[src/ttc_pkg.sv]
// Shared constants and types of the three-channel capture timer
package ttc_pkg;

  // Register window and data widths
  localparam logic [15:0] TTC_BASE_ADDR = 16'h0380;
  localparam int TTC_WIN_BITS = 6;
  localparam int TTC_CNT_W = 16;
  localparam int TTC_NUM_CHAN = 3;
  localparam int TTC_DIV_W = 8;

  // Byte offsets inside the 64-byte window
  localparam logic [5:0] TTC_OFS_CTRL = 6'h00;
  localparam logic [5:0] TTC_OFS_CCTL0 = 6'h02;
  localparam logic [5:0] TTC_OFS_CCTL1 = 6'h04;
  localparam logic [5:0] TTC_OFS_CCTL2 = 6'h06;
  localparam logic [5:0] TTC_OFS_COUNT = 6'h10;
  localparam logic [5:0] TTC_OFS_CAPTURE_COMPARE_CHAN0 = 6'h12;
  localparam logic [5:0] TTC_OFS_CAPTURE_COMPARE_CHAN1 = 6'h14;
  localparam logic [5:0] TTC_OFS_CAPTURE_COMPARE_CHAN2 = 6'h16;
  localparam logic [5:0] TTC_OFS_IRQ_STAT = 6'h20;
  localparam logic [5:0] TTC_OFS_IRQ_MASK = 6'h22;
  localparam logic [5:0] TTC_OFS_RADIO_DIV = 6'h24;

  // Control register fields
  localparam int TTC_CTRL_SRC_LSB = 0;
  localparam int TTC_CTRL_MODE_LSB = 2;
  localparam int TTC_CTRL_CLR_BIT = 4;

  // Channel control fields
  localparam int TTC_CC_CAP_BIT = 0;
  localparam int TTC_CC_SEL_LSB = 1;
  localparam int TTC_CC_EDGE_LSB = 3;
  localparam int TTC_CC_OMODE_LSB = 5;
  localparam int TTC_CC_OUTVAL_BIT = 8;
  localparam int TTC_CC_CCI_BIT = 9;
  localparam int TTC_CC_COV_BIT = 10;

  // Interrupt status bits: overflow, then one per channel
  localparam int TTC_IRQ_OVF_BIT = 0;
  localparam int TTC_IRQ_CH_LSB = 1;

  // Reset values
  localparam logic [15:0] TTC_CTRL_RST = 16'h0000;
  localparam logic [15:0] TTC_CCTL_RST = 16'h0000;
  localparam logic [15:0] TTC_COUNT_RST = 16'h0000;
  localparam logic [15:0] TTC_CCR_RST = 16'h0000;
  localparam logic [3:0] TTC_IRQ_RST = 4'h0;
  localparam logic [7:0] TTC_RADIO_DIV_RST = 8'hC0;

  typedef enum logic [1:0] {
    TTC_SRC_EXT = 2'b00,
    TTC_SRC_AUX = 2'b01,
    TTC_SRC_SUBMAIN = 2'b10,
    TTC_SRC_RADIO = 2'b11
  } ttc_clk_src_type;

  // Gray order along stop, up, continuous, up/down
  typedef enum logic [1:0] {
    TTC_MODE_STOP = 2'b00,
    TTC_MODE_UP = 2'b01,
    TTC_MODE_CONT = 2'b11,
    TTC_MODE_UPDOWN = 2'b10
  } ttc_mode_type;

  typedef enum logic [1:0] {
    TTC_CAP_PIN = 2'b00,
    TTC_CAP_ALT = 2'b01,
    TTC_CAP_GND = 2'b10,
    TTC_CAP_VCC = 2'b11
  } ttc_cap_sel_type;

endpackage

[src/ttc_sync.sv]
// Three-stage synchroniser that accepts a change once stages two and three agree
`timescale 1ns/1ps
`default_nettype none
module ttc_sync
  import ttc_pkg::*;
(
  // Clock and reset
  input wire logic core_clk,
  input wire logic reset_n,
  // Asynchronous level in, settled level out
  input wire logic asyncIn,
  output logic syncOut
);

  logic stage1_r;
  logic stage2_r;
  logic stage3_r;

  always_ff @(posedge core_clk)
  begin
    if (!reset_n)
    begin
      stage1_r <= 1'b0;
      stage2_r <= 1'b0;
      stage3_r <= 1'b0;
    end
    else
    begin
      stage1_r <= asyncIn;
      stage2_r <= stage1_r;
      stage3_r <= stage2_r;
    end
  end

  // A single-cycle glitch past stage two never reaches the output
  always_ff @(posedge core_clk)
  begin
    if (!reset_n)
      syncOut <= 1'b0;
    else if (stage2_r == stage3_r)
      syncOut <= stage3_r;
  end

endmodule
`default_nettype wire

[src/ttc_timer.sv]
// Sixteen-bit timer with three capture/compare channels and register port
//
// Contract
// - One 16-bit counter, three capture/compare channels.
// - Capture, compare, PWM and interval timing per channel.
// - Interrupts from overflow and each channel.
// - Four clock sources, radio clock divided by 192.
// - Channel 0 captures pin, radio serial, ground, high.
// - Channel 0 output drives pin and radio input.
// - Registers sit in 64-byte window at 0380h.
//
// Local design decisions: strobed register access and the register offsets.
`timescale 1ns/1ps
`default_nettype none
module ttc_timer
  import ttc_pkg::*;
#(
  parameter int CNT_W = TTC_CNT_W,
  parameter int NUM_CHAN = TTC_NUM_CHAN
)
(
  // Clock and reset
  input wire logic core_clk,
  input wire logic reset_n,
  // Register port
  input wire logic [15:0] busAddr,
  input wire logic [15:0] busWrData,
  input wire logic busWr,
  input wire logic busRd,
  output logic [15:0] busRdData,
  // Clock source pins
  input wire logic extTimerClockPin,
  input wire logic auxClock,
  input wire logic radioClock,
  // Capture inputs
  input wire logic [NUM_CHAN-1:0] chanPinIn,
  input wire logic radioAsyncOut,
  input wire logic comparatorOutput,
  // Compare outputs
  output logic [NUM_CHAN-1:0] chanPinOut,
  output logic [NUM_CHAN-1:0] chanPinOe,
  output logic radioAsyncIn,
  // Interrupt
  output logic timerIrq
);

  //////////////////////////////////////////////////////////////////////////////
  // Functions

  function automatic logic outStep(input logic [2:0] mode, input logic cur,
                                   input logic outVal, input logic hitOwn,
                                   input logic hitPeriod);
    logic res;
    res = cur;
    case (mode)
      3'd0: res = outVal;
      3'd1: res = hitOwn ? 1'b1 : cur;
      3'd2: res = hitOwn ? ~cur : (hitPeriod ? 1'b0 : cur);
      3'd3: res = hitOwn ? 1'b1 : (hitPeriod ? 1'b0 : cur);
      3'd4: res = hitOwn ? ~cur : cur;
      3'd5: res = hitOwn ? 1'b0 : cur;
      3'd6: res = hitOwn ? ~cur : (hitPeriod ? 1'b1 : cur);
      3'd7: res = hitOwn ? 1'b0 : (hitPeriod ? 1'b1 : cur);
      default: res = cur;
    endcase
    return res;
  endfunction

  function automatic logic chanHit(input logic [5:0] ofs, input logic [5:0] base, input int idx);
    return ofs == 6'(base + 6'(2 * idx));
  endfunction

  //////////////////////////////////////////////////////////////////////////////
  // Address decode

  logic inWindow;
  logic [5:0] regOfs;
  logic wrEn;
  logic rdEn;

  assign inWindow = busAddr[15:TTC_WIN_BITS] == TTC_BASE_ADDR[15:TTC_WIN_BITS];
  assign regOfs = busAddr[TTC_WIN_BITS-1:0];
  assign wrEn = busWr && inWindow;
  assign rdEn = busRd && inWindow;

  //////////////////////////////////////////////////////////////////////////////
  // Pin synchronisers

  localparam int NUM_ASYNC = 5 + NUM_CHAN;
  logic [NUM_ASYNC-1:0] asyncPins;
  logic [NUM_ASYNC-1:0] syncPins;
  logic extClkSync;
  logic auxSync;
  logic radioClkSync;
  logic radioOutSync;
  logic cmpSync;
  logic [NUM_CHAN-1:0] chanPinSync;

  assign asyncPins = {chanPinIn, comparatorOutput, radioAsyncOut, radioClock, auxClock, extTimerClockPin};

  generate
    for (genvar g = 0; g < NUM_ASYNC; g++)
    begin : gSync
      ttc_sync uSync (
        .core_clk(core_clk),
        .reset_n(reset_n),
        .asyncIn(asyncPins[g]),
        .syncOut(syncPins[g])
      );
    end
  endgenerate

  assign extClkSync = syncPins[0];
  assign auxSync = syncPins[1];
  assign radioClkSync = syncPins[2];
  assign radioOutSync = syncPins[3];
  assign cmpSync = syncPins[4];
  assign chanPinSync = syncPins[NUM_ASYNC-1:5];

  //////////////////////////////////////////////////////////////////////////////
  // Registers

  logic [15:0] ctrl_r;
  logic [15:0] cctl_r [NUM_CHAN];
  logic [CNT_W-1:0] count_r;
  logic [CNT_W-1:0] ccr_r [NUM_CHAN];
  logic [NUM_CHAN:0] irqStat_r;
  logic [NUM_CHAN:0] irqMask_r;
  logic [TTC_DIV_W-1:0] radioDiv_r;
  logic upDown_r;
  logic [NUM_CHAN:0] irqEvent;
  logic [NUM_CHAN-1:0] capEvent;
  logic [NUM_CHAN-1:0] capLevel;
  logic [NUM_CHAN-1:0] capPrev_r;
  logic [NUM_CHAN-1:0] outLevel_r;

  ttc_clk_src_type clkSrc;
  ttc_mode_type cntMode;

  assign clkSrc = ttc_clk_src_type'(ctrl_r[TTC_CTRL_SRC_LSB +: 2]);
  assign cntMode = ttc_mode_type'(ctrl_r[TTC_CTRL_MODE_LSB +: 2]);

  always_ff @(posedge core_clk)
  begin
    if (!reset_n)
      ctrl_r <= TTC_CTRL_RST;
    else if (wrEn && regOfs == TTC_OFS_CTRL)
      ctrl_r <= busWrData & ~(16'h0001 << TTC_CTRL_CLR_BIT);
  end

  always_ff @(posedge core_clk)
  begin
    if (!reset_n)
    begin
      irqMask_r <= TTC_IRQ_RST;
      radioDiv_r <= TTC_RADIO_DIV_RST;
    end
    else if (wrEn)
    begin
      if (regOfs == TTC_OFS_IRQ_MASK)
        irqMask_r <= busWrData[NUM_CHAN:0];
      if (regOfs == TTC_OFS_RADIO_DIV)
        radioDiv_r <= busWrData[TTC_DIV_W-1:0];
    end
  end

  //////////////////////////////////////////////////////////////////////////////
  // Clock source selection

  logic [TTC_DIV_W-1:0] radioCnt_r;
  logic radioPrev_r;
  logic extPrev_r;
  logic auxPrev_r;
  logic radioEdge;
  logic radioTick;
  logic tick;

  assign radioEdge = radioClkSync && !radioPrev_r;
  assign radioTick = radioEdge && (9'(radioCnt_r) + 9'd1 >= 9'(radioDiv_r));

  always_ff @(posedge core_clk)
  begin
    if (!reset_n)
    begin
      radioPrev_r <= 1'b0;
      extPrev_r <= 1'b0;
      auxPrev_r <= 1'b0;
    end
    else
    begin
      radioPrev_r <= radioClkSync;
      extPrev_r <= extClkSync;
      auxPrev_r <= auxSync;
    end
  end

  // Radio clock divided by the programmable ratio, 192 after reset
  always_ff @(posedge core_clk)
  begin
    if (!reset_n)
      radioCnt_r <= '0;
    else if (radioTick)
      radioCnt_r <= '0;
    else if (radioEdge)
      radioCnt_r <= radioCnt_r + 1'b1;
  end

  // The sub-main clock is the core clock itself, so it ticks every cycle
  always_comb
  begin
    case (clkSrc)
      TTC_SRC_EXT: tick = extClkSync && !extPrev_r;
      TTC_SRC_AUX: tick = auxSync && !auxPrev_r;
      TTC_SRC_SUBMAIN: tick = 1'b1;
      TTC_SRC_RADIO: tick = radioTick;
      default: tick = 1'b0;
    endcase
  end

  //////////////////////////////////////////////////////////////////////////////
  // Counter

  logic [CNT_W-1:0] count_nxt;
  logic upDown_nxt;
  logic overflow;
  logic cntClear;
  logic cntWrite;

  assign cntClear = wrEn && regOfs == TTC_OFS_CTRL && busWrData[TTC_CTRL_CLR_BIT];
  assign cntWrite = wrEn && regOfs == TTC_OFS_COUNT;

  always_comb
  begin
    count_nxt = count_r;
    upDown_nxt = upDown_r;
    overflow = 1'b0;
    if (tick)
    begin
      case (cntMode)
        TTC_MODE_UP:
        begin
          if (count_r >= ccr_r[0])
          begin
            count_nxt = '0;
            overflow = 1'b1;
          end
          else
            count_nxt = count_r + 1'b1;
        end
        TTC_MODE_CONT:
        begin
          count_nxt = count_r + 1'b1;
          overflow = &count_r;
        end
        TTC_MODE_UPDOWN:
        begin
          if (!upDown_r && count_r >= ccr_r[0])
          begin
            upDown_nxt = 1'b1;
            count_nxt = (count_r == '0) ? count_r : count_r - 1'b1;
          end
          else if (upDown_r && count_r <= 1)
          begin
            upDown_nxt = 1'b0;
            count_nxt = '0;
            overflow = 1'b1;
          end
          else
            count_nxt = upDown_r ? count_r - 1'b1 : count_r + 1'b1;
        end
        default: count_nxt = count_r;
      endcase
    end
  end

  always_ff @(posedge core_clk)
  begin
    if (!reset_n)
    begin
      count_r <= TTC_COUNT_RST;
      upDown_r <= 1'b0;
    end
    else if (cntClear)
    begin
      count_r <= TTC_COUNT_RST;
      upDown_r <= 1'b0;
    end
    else if (cntWrite)
      count_r <= busWrData[CNT_W-1:0];
    else
    begin
      count_r <= count_nxt;
      upDown_r <= upDown_nxt;
    end
  end

  //////////////////////////////////////////////////////////////////////////////
  // Channels

  logic [NUM_CHAN-1:0] altInput;
  logic [NUM_CHAN-1:0] cmpEvent;

  // Channel 0 listens to the radio, channel 1 the comparator, channel 2 the aux clock
  assign altInput[0] = radioOutSync;
  assign altInput[1] = cmpSync;
  assign altInput[2] = auxSync;

  generate
    for (genvar c = 0; c < NUM_CHAN; c++)
    begin : gChan
      logic capMode;
      logic [1:0] capEdge;
      logic cctlWr;
      logic ccrWr;
      ttc_cap_sel_type capSel;

      assign capMode = cctl_r[c][TTC_CC_CAP_BIT];
      assign capEdge = cctl_r[c][TTC_CC_EDGE_LSB +: 2];
      assign capSel = ttc_cap_sel_type'(cctl_r[c][TTC_CC_SEL_LSB +: 2]);
      assign cctlWr = wrEn && chanHit(regOfs, TTC_OFS_CCTL0, c);
      assign ccrWr = wrEn && chanHit(regOfs, TTC_OFS_CAPTURE_COMPARE_CHAN0, c);

      // Switching between ground and high gives software a capture trigger
      always_comb
      begin
        case (capSel)
          TTC_CAP_PIN: capLevel[c] = chanPinSync[c];
          TTC_CAP_ALT: capLevel[c] = altInput[c];
          TTC_CAP_GND: capLevel[c] = 1'b0;
          TTC_CAP_VCC: capLevel[c] = 1'b1;
          default: capLevel[c] = 1'b0;
        endcase
      end

      assign capEvent[c] = capMode && ((capEdge[0] && capLevel[c] && !capPrev_r[c])
                                     || (capEdge[1] && !capLevel[c] && capPrev_r[c]));
      assign cmpEvent[c] = !capMode && tick && cntMode != TTC_MODE_STOP && count_nxt == ccr_r[c];

      always_ff @(posedge core_clk)
      begin
        if (!reset_n)
          capPrev_r[c] <= 1'b0;
        else
          capPrev_r[c] <= capLevel[c];
      end

      // Capture takes priority over a software write in the same cycle
      always_ff @(posedge core_clk)
      begin
        if (!reset_n)
          ccr_r[c] <= TTC_CCR_RST;
        else if (capEvent[c])
          ccr_r[c] <= count_r;
        else if (ccrWr)
          ccr_r[c] <= busWrData[CNT_W-1:0];
      end

      // Overrun sticks when a capture lands on an unserviced flag; set beats clear
      always_ff @(posedge core_clk)
      begin
        if (!reset_n)
          cctl_r[c] <= TTC_CCTL_RST;
        else
        begin
          if (cctlWr)
          begin
            cctl_r[c][TTC_CC_OUTVAL_BIT:0] <= busWrData[TTC_CC_OUTVAL_BIT:0];
            cctl_r[c][TTC_CC_COV_BIT] <= busWrData[TTC_CC_COV_BIT]
              || (capEvent[c] && irqStat_r[TTC_IRQ_CH_LSB + c]);
          end
          else if (capEvent[c] && irqStat_r[TTC_IRQ_CH_LSB + c])
            cctl_r[c][TTC_CC_COV_BIT] <= 1'b1;
          cctl_r[c][TTC_CC_CCI_BIT] <= capLevel[c];
          cctl_r[c][15:TTC_CC_COV_BIT+1] <= '0;
        end
      end

      always_ff @(posedge core_clk)
      begin
        if (!reset_n)
        begin
          outLevel_r[c] <= 1'b0;
          chanPinOut[c] <= 1'b0;
          chanPinOe[c] <= 1'b0;
        end
        else
        begin
          outLevel_r[c] <= outStep(cctl_r[c][TTC_CC_OMODE_LSB +: 3], outLevel_r[c],
                                   cctl_r[c][TTC_CC_OUTVAL_BIT], cmpEvent[c],
                                   cmpEvent[0] && c != 0);
          chanPinOut[c] <= outLevel_r[c];
          chanPinOe[c] <= !capMode;
        end
      end
    end
  endgenerate

  // Channel 0 output also feeds the radio serial input
  always_ff @(posedge core_clk)
  begin
    if (!reset_n)
      radioAsyncIn <= 1'b0;
    else
      radioAsyncIn <= outLevel_r[0];
  end

  //////////////////////////////////////////////////////////////////////////////
  // Interrupts

  logic statWr;

  assign irqEvent = {capEvent | cmpEvent, overflow};
  assign statWr = wrEn && regOfs == TTC_OFS_IRQ_STAT;

  // Write one to clear; an event in the same cycle keeps its bit set
  always_ff @(posedge core_clk)
  begin
    if (!reset_n)
      irqStat_r <= TTC_IRQ_RST;
    else
      irqStat_r <= (irqStat_r & ~(statWr ? busWrData[NUM_CHAN:0] : '0)) | irqEvent;
  end

  always_ff @(posedge core_clk)
  begin
    if (!reset_n)
      timerIrq <= 1'b0;
    else
      timerIrq <= |(irqStat_r & irqMask_r);
  end

  //////////////////////////////////////////////////////////////////////////////
  // Read port

  logic [15:0] rdMux;

  always_comb
  begin
    rdMux = 16'h0000;
    case (regOfs)
      TTC_OFS_CTRL: rdMux = ctrl_r;
      TTC_OFS_CCTL0: rdMux = cctl_r[0];
      TTC_OFS_CCTL1: rdMux = cctl_r[1];
      TTC_OFS_CCTL2: rdMux = cctl_r[2];
      TTC_OFS_COUNT: rdMux = 16'(count_r);
      TTC_OFS_CAPTURE_COMPARE_CHAN0: rdMux = 16'(ccr_r[0]);
      TTC_OFS_CAPTURE_COMPARE_CHAN1: rdMux = 16'(ccr_r[1]);
      TTC_OFS_CAPTURE_COMPARE_CHAN2: rdMux = 16'(ccr_r[2]);
      TTC_OFS_IRQ_STAT: rdMux = 16'(irqStat_r);
      TTC_OFS_IRQ_MASK: rdMux = 16'(irqMask_r);
      TTC_OFS_RADIO_DIV: rdMux = 16'(radioDiv_r);
      default: rdMux = 16'h0000;
    endcase
  end

  // Data stands only in the cycle after the read strobe
  always_ff @(posedge core_clk)
  begin
    if (!reset_n)
      busRdData <= 16'h0000;
    else if (rdEn)
      busRdData <= rdMux;
    else
      busRdData <= 16'h0000;
  end

endmodule
`default_nettype wire

[config.mk]
export PLATFORM = sky130hd
export DESIGN_NAME = ttc_timer
export DESIGN_NICKNAME = d
export VERILOG_FILES = /design/src/ttc_pkg.sv /design/src/ttc_sync.sv /design/src/ttc_timer.sv
export SDC_FILE = /design/constraint.sdc
export NUM_CORES = 1
export LEC_CHECK = 0
export ABC_CLOCK_PERIOD_IN_PS = 4900
export CAP_MARGIN = 30
export CORE_MARGIN = 5
export CORE_UTILIZATION = 40
export CTS_BUF_LIST = sky130_fd_sc_hd__clkbuf_16
export CTS_CLUSTER_DIAMETER = 100
export DETAILED_ROUTE_END_ITERATION = 8
export DONT_BUFFER_PORTS = 1
export GPL_ROUTABILITY_DRIVEN = 0
export GPL_TIMING_DRIVEN = 0
export SLEW_MARGIN = 10
export SYNTH_ARGS = -nofsm -noshare
export SYNTH_HDL_FRONTEND = slang
export SYNTH_HIERARCHICAL = 1
export SYNTH_SLANG_ARGS = --single-unit
[constraint.sdc]
create_clock -name core_clk -period 4.9 [get_ports core_clk]
set_input_delay 0.98 -clock core_clk [delete_from_list [all_inputs] [get_ports core_clk]]
set_output_delay 0.98 -clock core_clk [all_outputs]
set_load 0.01 [all_outputs]
Yosys cells after proc, flatten, opt, wreduce, memory -nomap -nowiden:

Memory sizes are Yosys's and may differ from the RTL's.
Index checks and enable logic that the tools add are counted.

* register bits after elaboration: 120
* bits in writable memories: 81
* input bits: 44
* output and inout bits: 24
* logic and storage cells: 356
* memories kept: 2

Memories
* ccr_r: depth 3, bits a word 16, rd ports 3, clocked after memory_dff 0, write ports 3, line ttc_timer.sv:126 `logic [CNT_W-1:0] ccr_r [NUM_CHAN];`
* cctl_r: depth 3, bits a word 11, rd ports 3, clocked after memory_dff 0, write ports 3, line ttc_timer.sv:124 `logic [15:0] cctl_r [NUM_CHAN];`

* add/subtract/negate cells: 4
* $lt $le $gt $ge: 3
* equality and inequality tests: 67
* muxes and demuxes: 107
* bitwise gates (word level): 28
* reductions and logical operators: 89

Operators by type and width (count)
* $mux 16: 13
* $pmux 16 s11: 1
* $mux 1: 80
* $eq 16x16->1: 3
* $pmux 16 s3: 1
* $logic_and 1x1->1: 45
* $eq 3x3->1 const B: 12
* $mux 9: 3
* $eq 6x5->1 const B: 4
* $eq 2x2->1 const B: 10
* $pmux 1 s4: 5
* $eq 3x2->1 const B: 6
* $eq 6x6->1 const B: 3
* $or 1x1->1: 18
* $add 16x1->16 const B: 1
* $ge 16x16->1: 1
* $le 16x1->1 const B: 1
* $logic_not 16->1: 1
* $pmux 1 s8: 2
* $reduce_and 16->1: 1
* $sub 16x1->16 const B: 1
* $logic_not 1->1: 13
* $eq 6x3->1 const B: 2
* $ne 2x2->1 const B: 6
* other kinds (27): 65

Logic depth before layout (Yosys ltp):

An unclocked memory read counts as a cell.

* depth after elaboration: 14
* mapped depth: 20
* depth with buffers taken out: 17

Modules after synthesis:

Netlist, hierarchy kept.

By module, submodules not included
* ttc_timer: instances 1, cells each 1226, area an instance 10740.3 um^2, sequential area each 4164.0 um^2
* ttc_sync: instances 8, cells each 10, area an instance 116.4 um^2, sequential area each 80.1 um^2

Least setup slack after synthesis:

No wires, ideal clock.

* path type: register -> register
* from: reg radioCnt_r[2]
* to: reg outLevel_r[2]
* arrival: 4019 ps
* required time: 4797 ps
* slack: 777 ps
* cell stages (with the launch flop): 20
* cell sequence: dfxtp_1 > buf_2 > and3_1 > and3_1 > nand3_1 > xnor2_1 > ha_1 > and3_1 > a221o_1 > a31oi_1 > a211o_1 > buf_2 > buf_1 > o31ai_1 > xor2_1 > nor4_1 > nand4_1 > nor4_2 > a311oi_1 > a2111oi_2

* word-level cells in the longest chain between the ends: 10

Ends and longest elaborated chain
* start: declaration: line ttc_timer.sv:170 `logic [TTC_DIV_W-1:0] radioCnt_r;`
* start signal: assignment: line ttc_timer.sv:205 `radioCnt_r <= radioCnt_r + 1'b1;`
* $add 8x1->9 (*): line ttc_timer.sv:179 `assign radioTick = radioEdge && (9'(radioCnt_r) + 9'd1 >= 9'(radioDiv_r));`
* $ge 9x8->1 (*): line ttc_timer.sv:179
* $logic_and 1x1->1 (*): line ttc_timer.sv:179
* $pmux 1 s4 (*): line ttc_timer.sv:211 `case (clkSrc)`
* $mux 16 or $logic_and 1x1->1 (tied branches): line ttc_timer.sv:237, ttc_timer.sv:337
* $eq 16x16->1 or $logic_and 1x1->1 (tied branches): line ttc_timer.sv:337 `assign cmpEvent[c] = !capMode && tick && cntMode != TTC_MODE_STOP && count_nxt == ccr_r[c];`
* $logic_and 1x1->1: line ttc_timer.sv:337
* $mux 1
* $mux 1, on equally long branches
* $pmux 1 s8: line ttc_timer.sv:55 `case (mode)`
* end signal: indexed assignment: line ttc_timer.sv:388 `outLevel_r[c] <= outStep(cctl_r[c][TTC_CC_OMODE_LSB +: 3], outLevel_r[c],`
* end: declaration: line ttc_timer.sv:135 `logic [NUM_CHAN-1:0] outLevel_r;`

Every way passes the cells marked *; elsewhere a longest branch is shown, timed or not.
A chain may end at the register's enable or synchronous reset.

Final worst setup path:

Ends and elaborated chain as after synthesis.

==> results.json <==
{
  "drt_iter0_markers": 2042,
  "overflow": 0,
  "cts_hold_buffers": 0,
  "hold_viol_final": 0,
  "design.die.area_um2": 32700,
  "ys_types": 95,
  "worst_pin_slew_ps": 1000,
  "hpwlAfterDp_mm": 33.1,
  "synthSimpleGateAreaFrac_pct": 22.2,
  "synth_mux_area_share_pct": 1.73,
  "io_buffers": 0,
  "ys_seq_elements": 201,
  "h-tree-depth": 1,
  "cp_max_fo": 10,
  "cp.buffers_inverters": 2,
  "synth_top_family_by_area": "compound AO/OA/AOI/OAI gates",
  "hold_class": "register to register",
  "clock_sinks": 201,
  "synth-adder-area-share_pct": 3.11,
  "leakage_nw": 4.62,
  "setup_viol": 0,
  "outcome": "finished with violations",
  "drive_gt1_share_pct": 9.65,
  "grt_first_pass_wirelength_mm": 66.5,
  "post_synth.cell_area_avg_um2": 8.94,
  "critPathKind": "register to register",
  "cpPeakStageDelay_ps": 470,
  "slew_headroom_pct": 32.8,
  "drt_wl_total_mm": 45.1,
  "synth_compound_area_share_pct": 23.2,
  "cpMaxStageDelayCell": "nor4_4",
  "via_per_inst": 6.47,
  "finalClockSkew_ps": 23.2,
  "synth-edff-count": 78,
  "dr.pass1.iters": 9,
  "grt_pass1_vias": 10400,
  "rsz0062_at_grt": "true",
  "num-nets-final": 1414,
  "synthesis.area_um2": 11700,
  "violations": "DRC",
  "yosys_most_used_dff": "dfxtp_1",
  "clkLatencyLatePin_ps": 550,
  "cts_tree": "yes",
  "worst_setup_path_end_kind": "register",
  "period_share_pct": 97.3,
  "p_total_mw": 3.77,
  "synthesis.nets": 1379,
  "die_y_um": 181,
  "clk_pin_slew_ps": 60,
  "core_um2": 28800,
  "die_w_um": 181,
  "fmax_ghz": 0.210,
  "area_growth_pct": 12.6,
  "utilization_pct": 45.6,
  "cts_buffer_depth": 3,
  "reg2reg_slack_ps": 130,
  "root_buffer": "clkbuf_16",
  "synth_xor_area_share_pct": 4.20,
  "grt_max_degree": 34,
  "wl_per_cell_um": 25.9,
  "drv_slew": 0,
  "drv_cap": 0,
  "timing.hold.ws_ps": 421,
  "path_delay_family": "simple AND/OR/NAND/NOR gates",
  "async_reset_ff_share_pct": 0,
  "power.density_nw_per_um2": 287,
  "antenna_left": 0,
  "yosysSeqAreaShare_pct": 41.2,
  "synth_cells": 1306,
  "cp_common_cell": "and3_1",
  "final_cells": 1742,
  "cts_buffers": 23,
  "peakVddDrop_v": 0.000338,
  "row_count": 62,
  "drc": 29,
  "worstPathCellList": "buf_2 > and3_2 > and3_2 > nand3_1 > xnor2_1 > ha_1 > and3_1 > and3_1 > a22oi_2 > a211o_1 > buf_4 > nor4b_4 > a21oi_1 > and3_1 > nor3_1 > nand4_1 > nor4_4 > a311oi_1 > a2111oi_2",
  "dp_cells": 1695,
  "antenna_found_initial": 0,
  "startpoint_type": "register",
  "start_util_pct": 40.6,
  "track_usage_pct": 26.3,
  "ios": 68,
  "num_vias": 11300,
  "critical_path_arrival_ps": 5200,
  "yosys_warnings": 6,
  "fin_crit_ps": 4770,
  "antennaDiodeCount": 0,
  "worstPathRequired_ps": 5330
}
[metal layers]
metal,up-vias,global-route usage (%),part of all wire [%]
met5,-,0,0
met4,0,12.2,5.7
met3,180,6.76,14
met2,906,38.4,41
met1,5272,36.4,39
li1,4910,-,-
[flip-flops by register name, indices dropped and copies added (netlist names), 8 cells and up]
signal	flops
count_r	16
ccr_r	48
gSync.uSync/stage1_r	8
cctl_r	33
ctrl_r	15
gSync.uSync/stage2_r	8
busRdData	16
radioDiv_r	8
gSync.uSync/stage3_r	8
radioCnt_r	8
gSync.uSync/syncOut	8
[per-stage QoR]
stage               area (um2)  setup TNS [ps]  worst slack (ps)
CTS                      13000               0              36.1
global placement         12200           -2890              -700
floorplan                11700               0               777
detailed placement       12200           -1570              -428
global route             13100           -93.4             -53.5
finish                   13100               0               133
[power by group]
| part | total, mW | internal (mW) | switching, mW |
|---|---|---|---|
| combinational | 0.161 | 0.0506 | 0.111 |
| clock | 1.77 | 1.02 | 0.749 |
| sequential | 1.84 | 1.78 | 0.0570 |
| total | 3.77 | 2.85 | 0.916 |
[timing repair]
| item | in CTS | in global routing |
|---|---|---|
| pin swaps | 1 | 6 |
| setup buffers | 1 | 4 |
| setup endpoints to repair | 6 | 6 |
| resized for setup | 10 | 22 |
[worst paths after layout]
check | cells after the start | start | endpoint
setup reg to reg | 19 | radioCnt_r[2] | outLevel_r[2]
setup / recovery | 19 | radioCnt_r[2] | outLevel_r[2]
hold reg to reg | 1 | gSync[2].uSync/stage1_r | gSync[2].uSync/stage2_r
hold / removal | 1 | gSync[2].uSync/stage1_r | gSync[2].uSync/stage2_r
[synthesized netlist by cell type (10+ instances only)]
master    number  area, um2
a211oi_1      17        128
a21oi_1       88        440
a222oi_1      29        290
a22o_1        39        342
a22oi_1       21        158
a31oi_1       18        113
and2_1        66        413
and3_1        19        119
clkbuf_1      68        255
dfxtp_1      123       2460
edfxtp_1      78       2340
ha_1          29        363
inv_1         35        131
mux2i_1       19        190
nand2_1      165        619
nand2b_1      15       93.8
nand3_1       19       95.1
nand4_1       15       93.8
nor2_1        95        357
nor3_1        40        200
nor4_1        14       87.6
o21ai_0       30        150
o21ai_1       10       50.1
xnor2_1       28        245
xor2_1        28        245
[cell type report]
class	instances	area [um2]
multi-input combinational	980	6510
buffer	88	377
timing repair buffer	11	72.6
clock buffer	23	576
fill	2809	15600
sequential	201	4800
clock inverter	19	180
inverter	36	135
tap	384	480
[worst reg2reg max path, delay by kind of cell (launching register included)]
family | cells | cell delay, ps
compound gates | 5 | 1020
flops | 1 | 310
buf+inv | 2 | 380
simple gates | 10 | 2530
xor+xnor | 1 | 150
fa+ha+maj | 1 | 290
[placed cells by master (no fill, tap or decap), types with 17 or more instances in the layout]
cell and count:
nand2_1 165, dfxtp_1 123, nor2_1 95, a21oi_1 86, edfxtp_1 78, and2_1 66, clkbuf_1 65, a22o_1 39
nor3_1 39, inv_1 37, o21ai_0 29, a222oi_1 29, xor2_1 28, ha_1 28, xnor2_1 27, clkbuf_16 23
nand3_1 19, mux2i_1 19, a22oi_1 18, and3_1 17, a31oi_1 17, a211oi_1 17
[cell families after synthesis]
| logic type | after synthesis |
|---|---|
| simple gates | 511 |
| compound gates | 364 |
| flops | 201 |
| buf+inv | 125 |
| xor+xnor | 56 |
| fa+ha+maj | 29 |
| mux | 20 |
(Power assumes the default switching activity.)
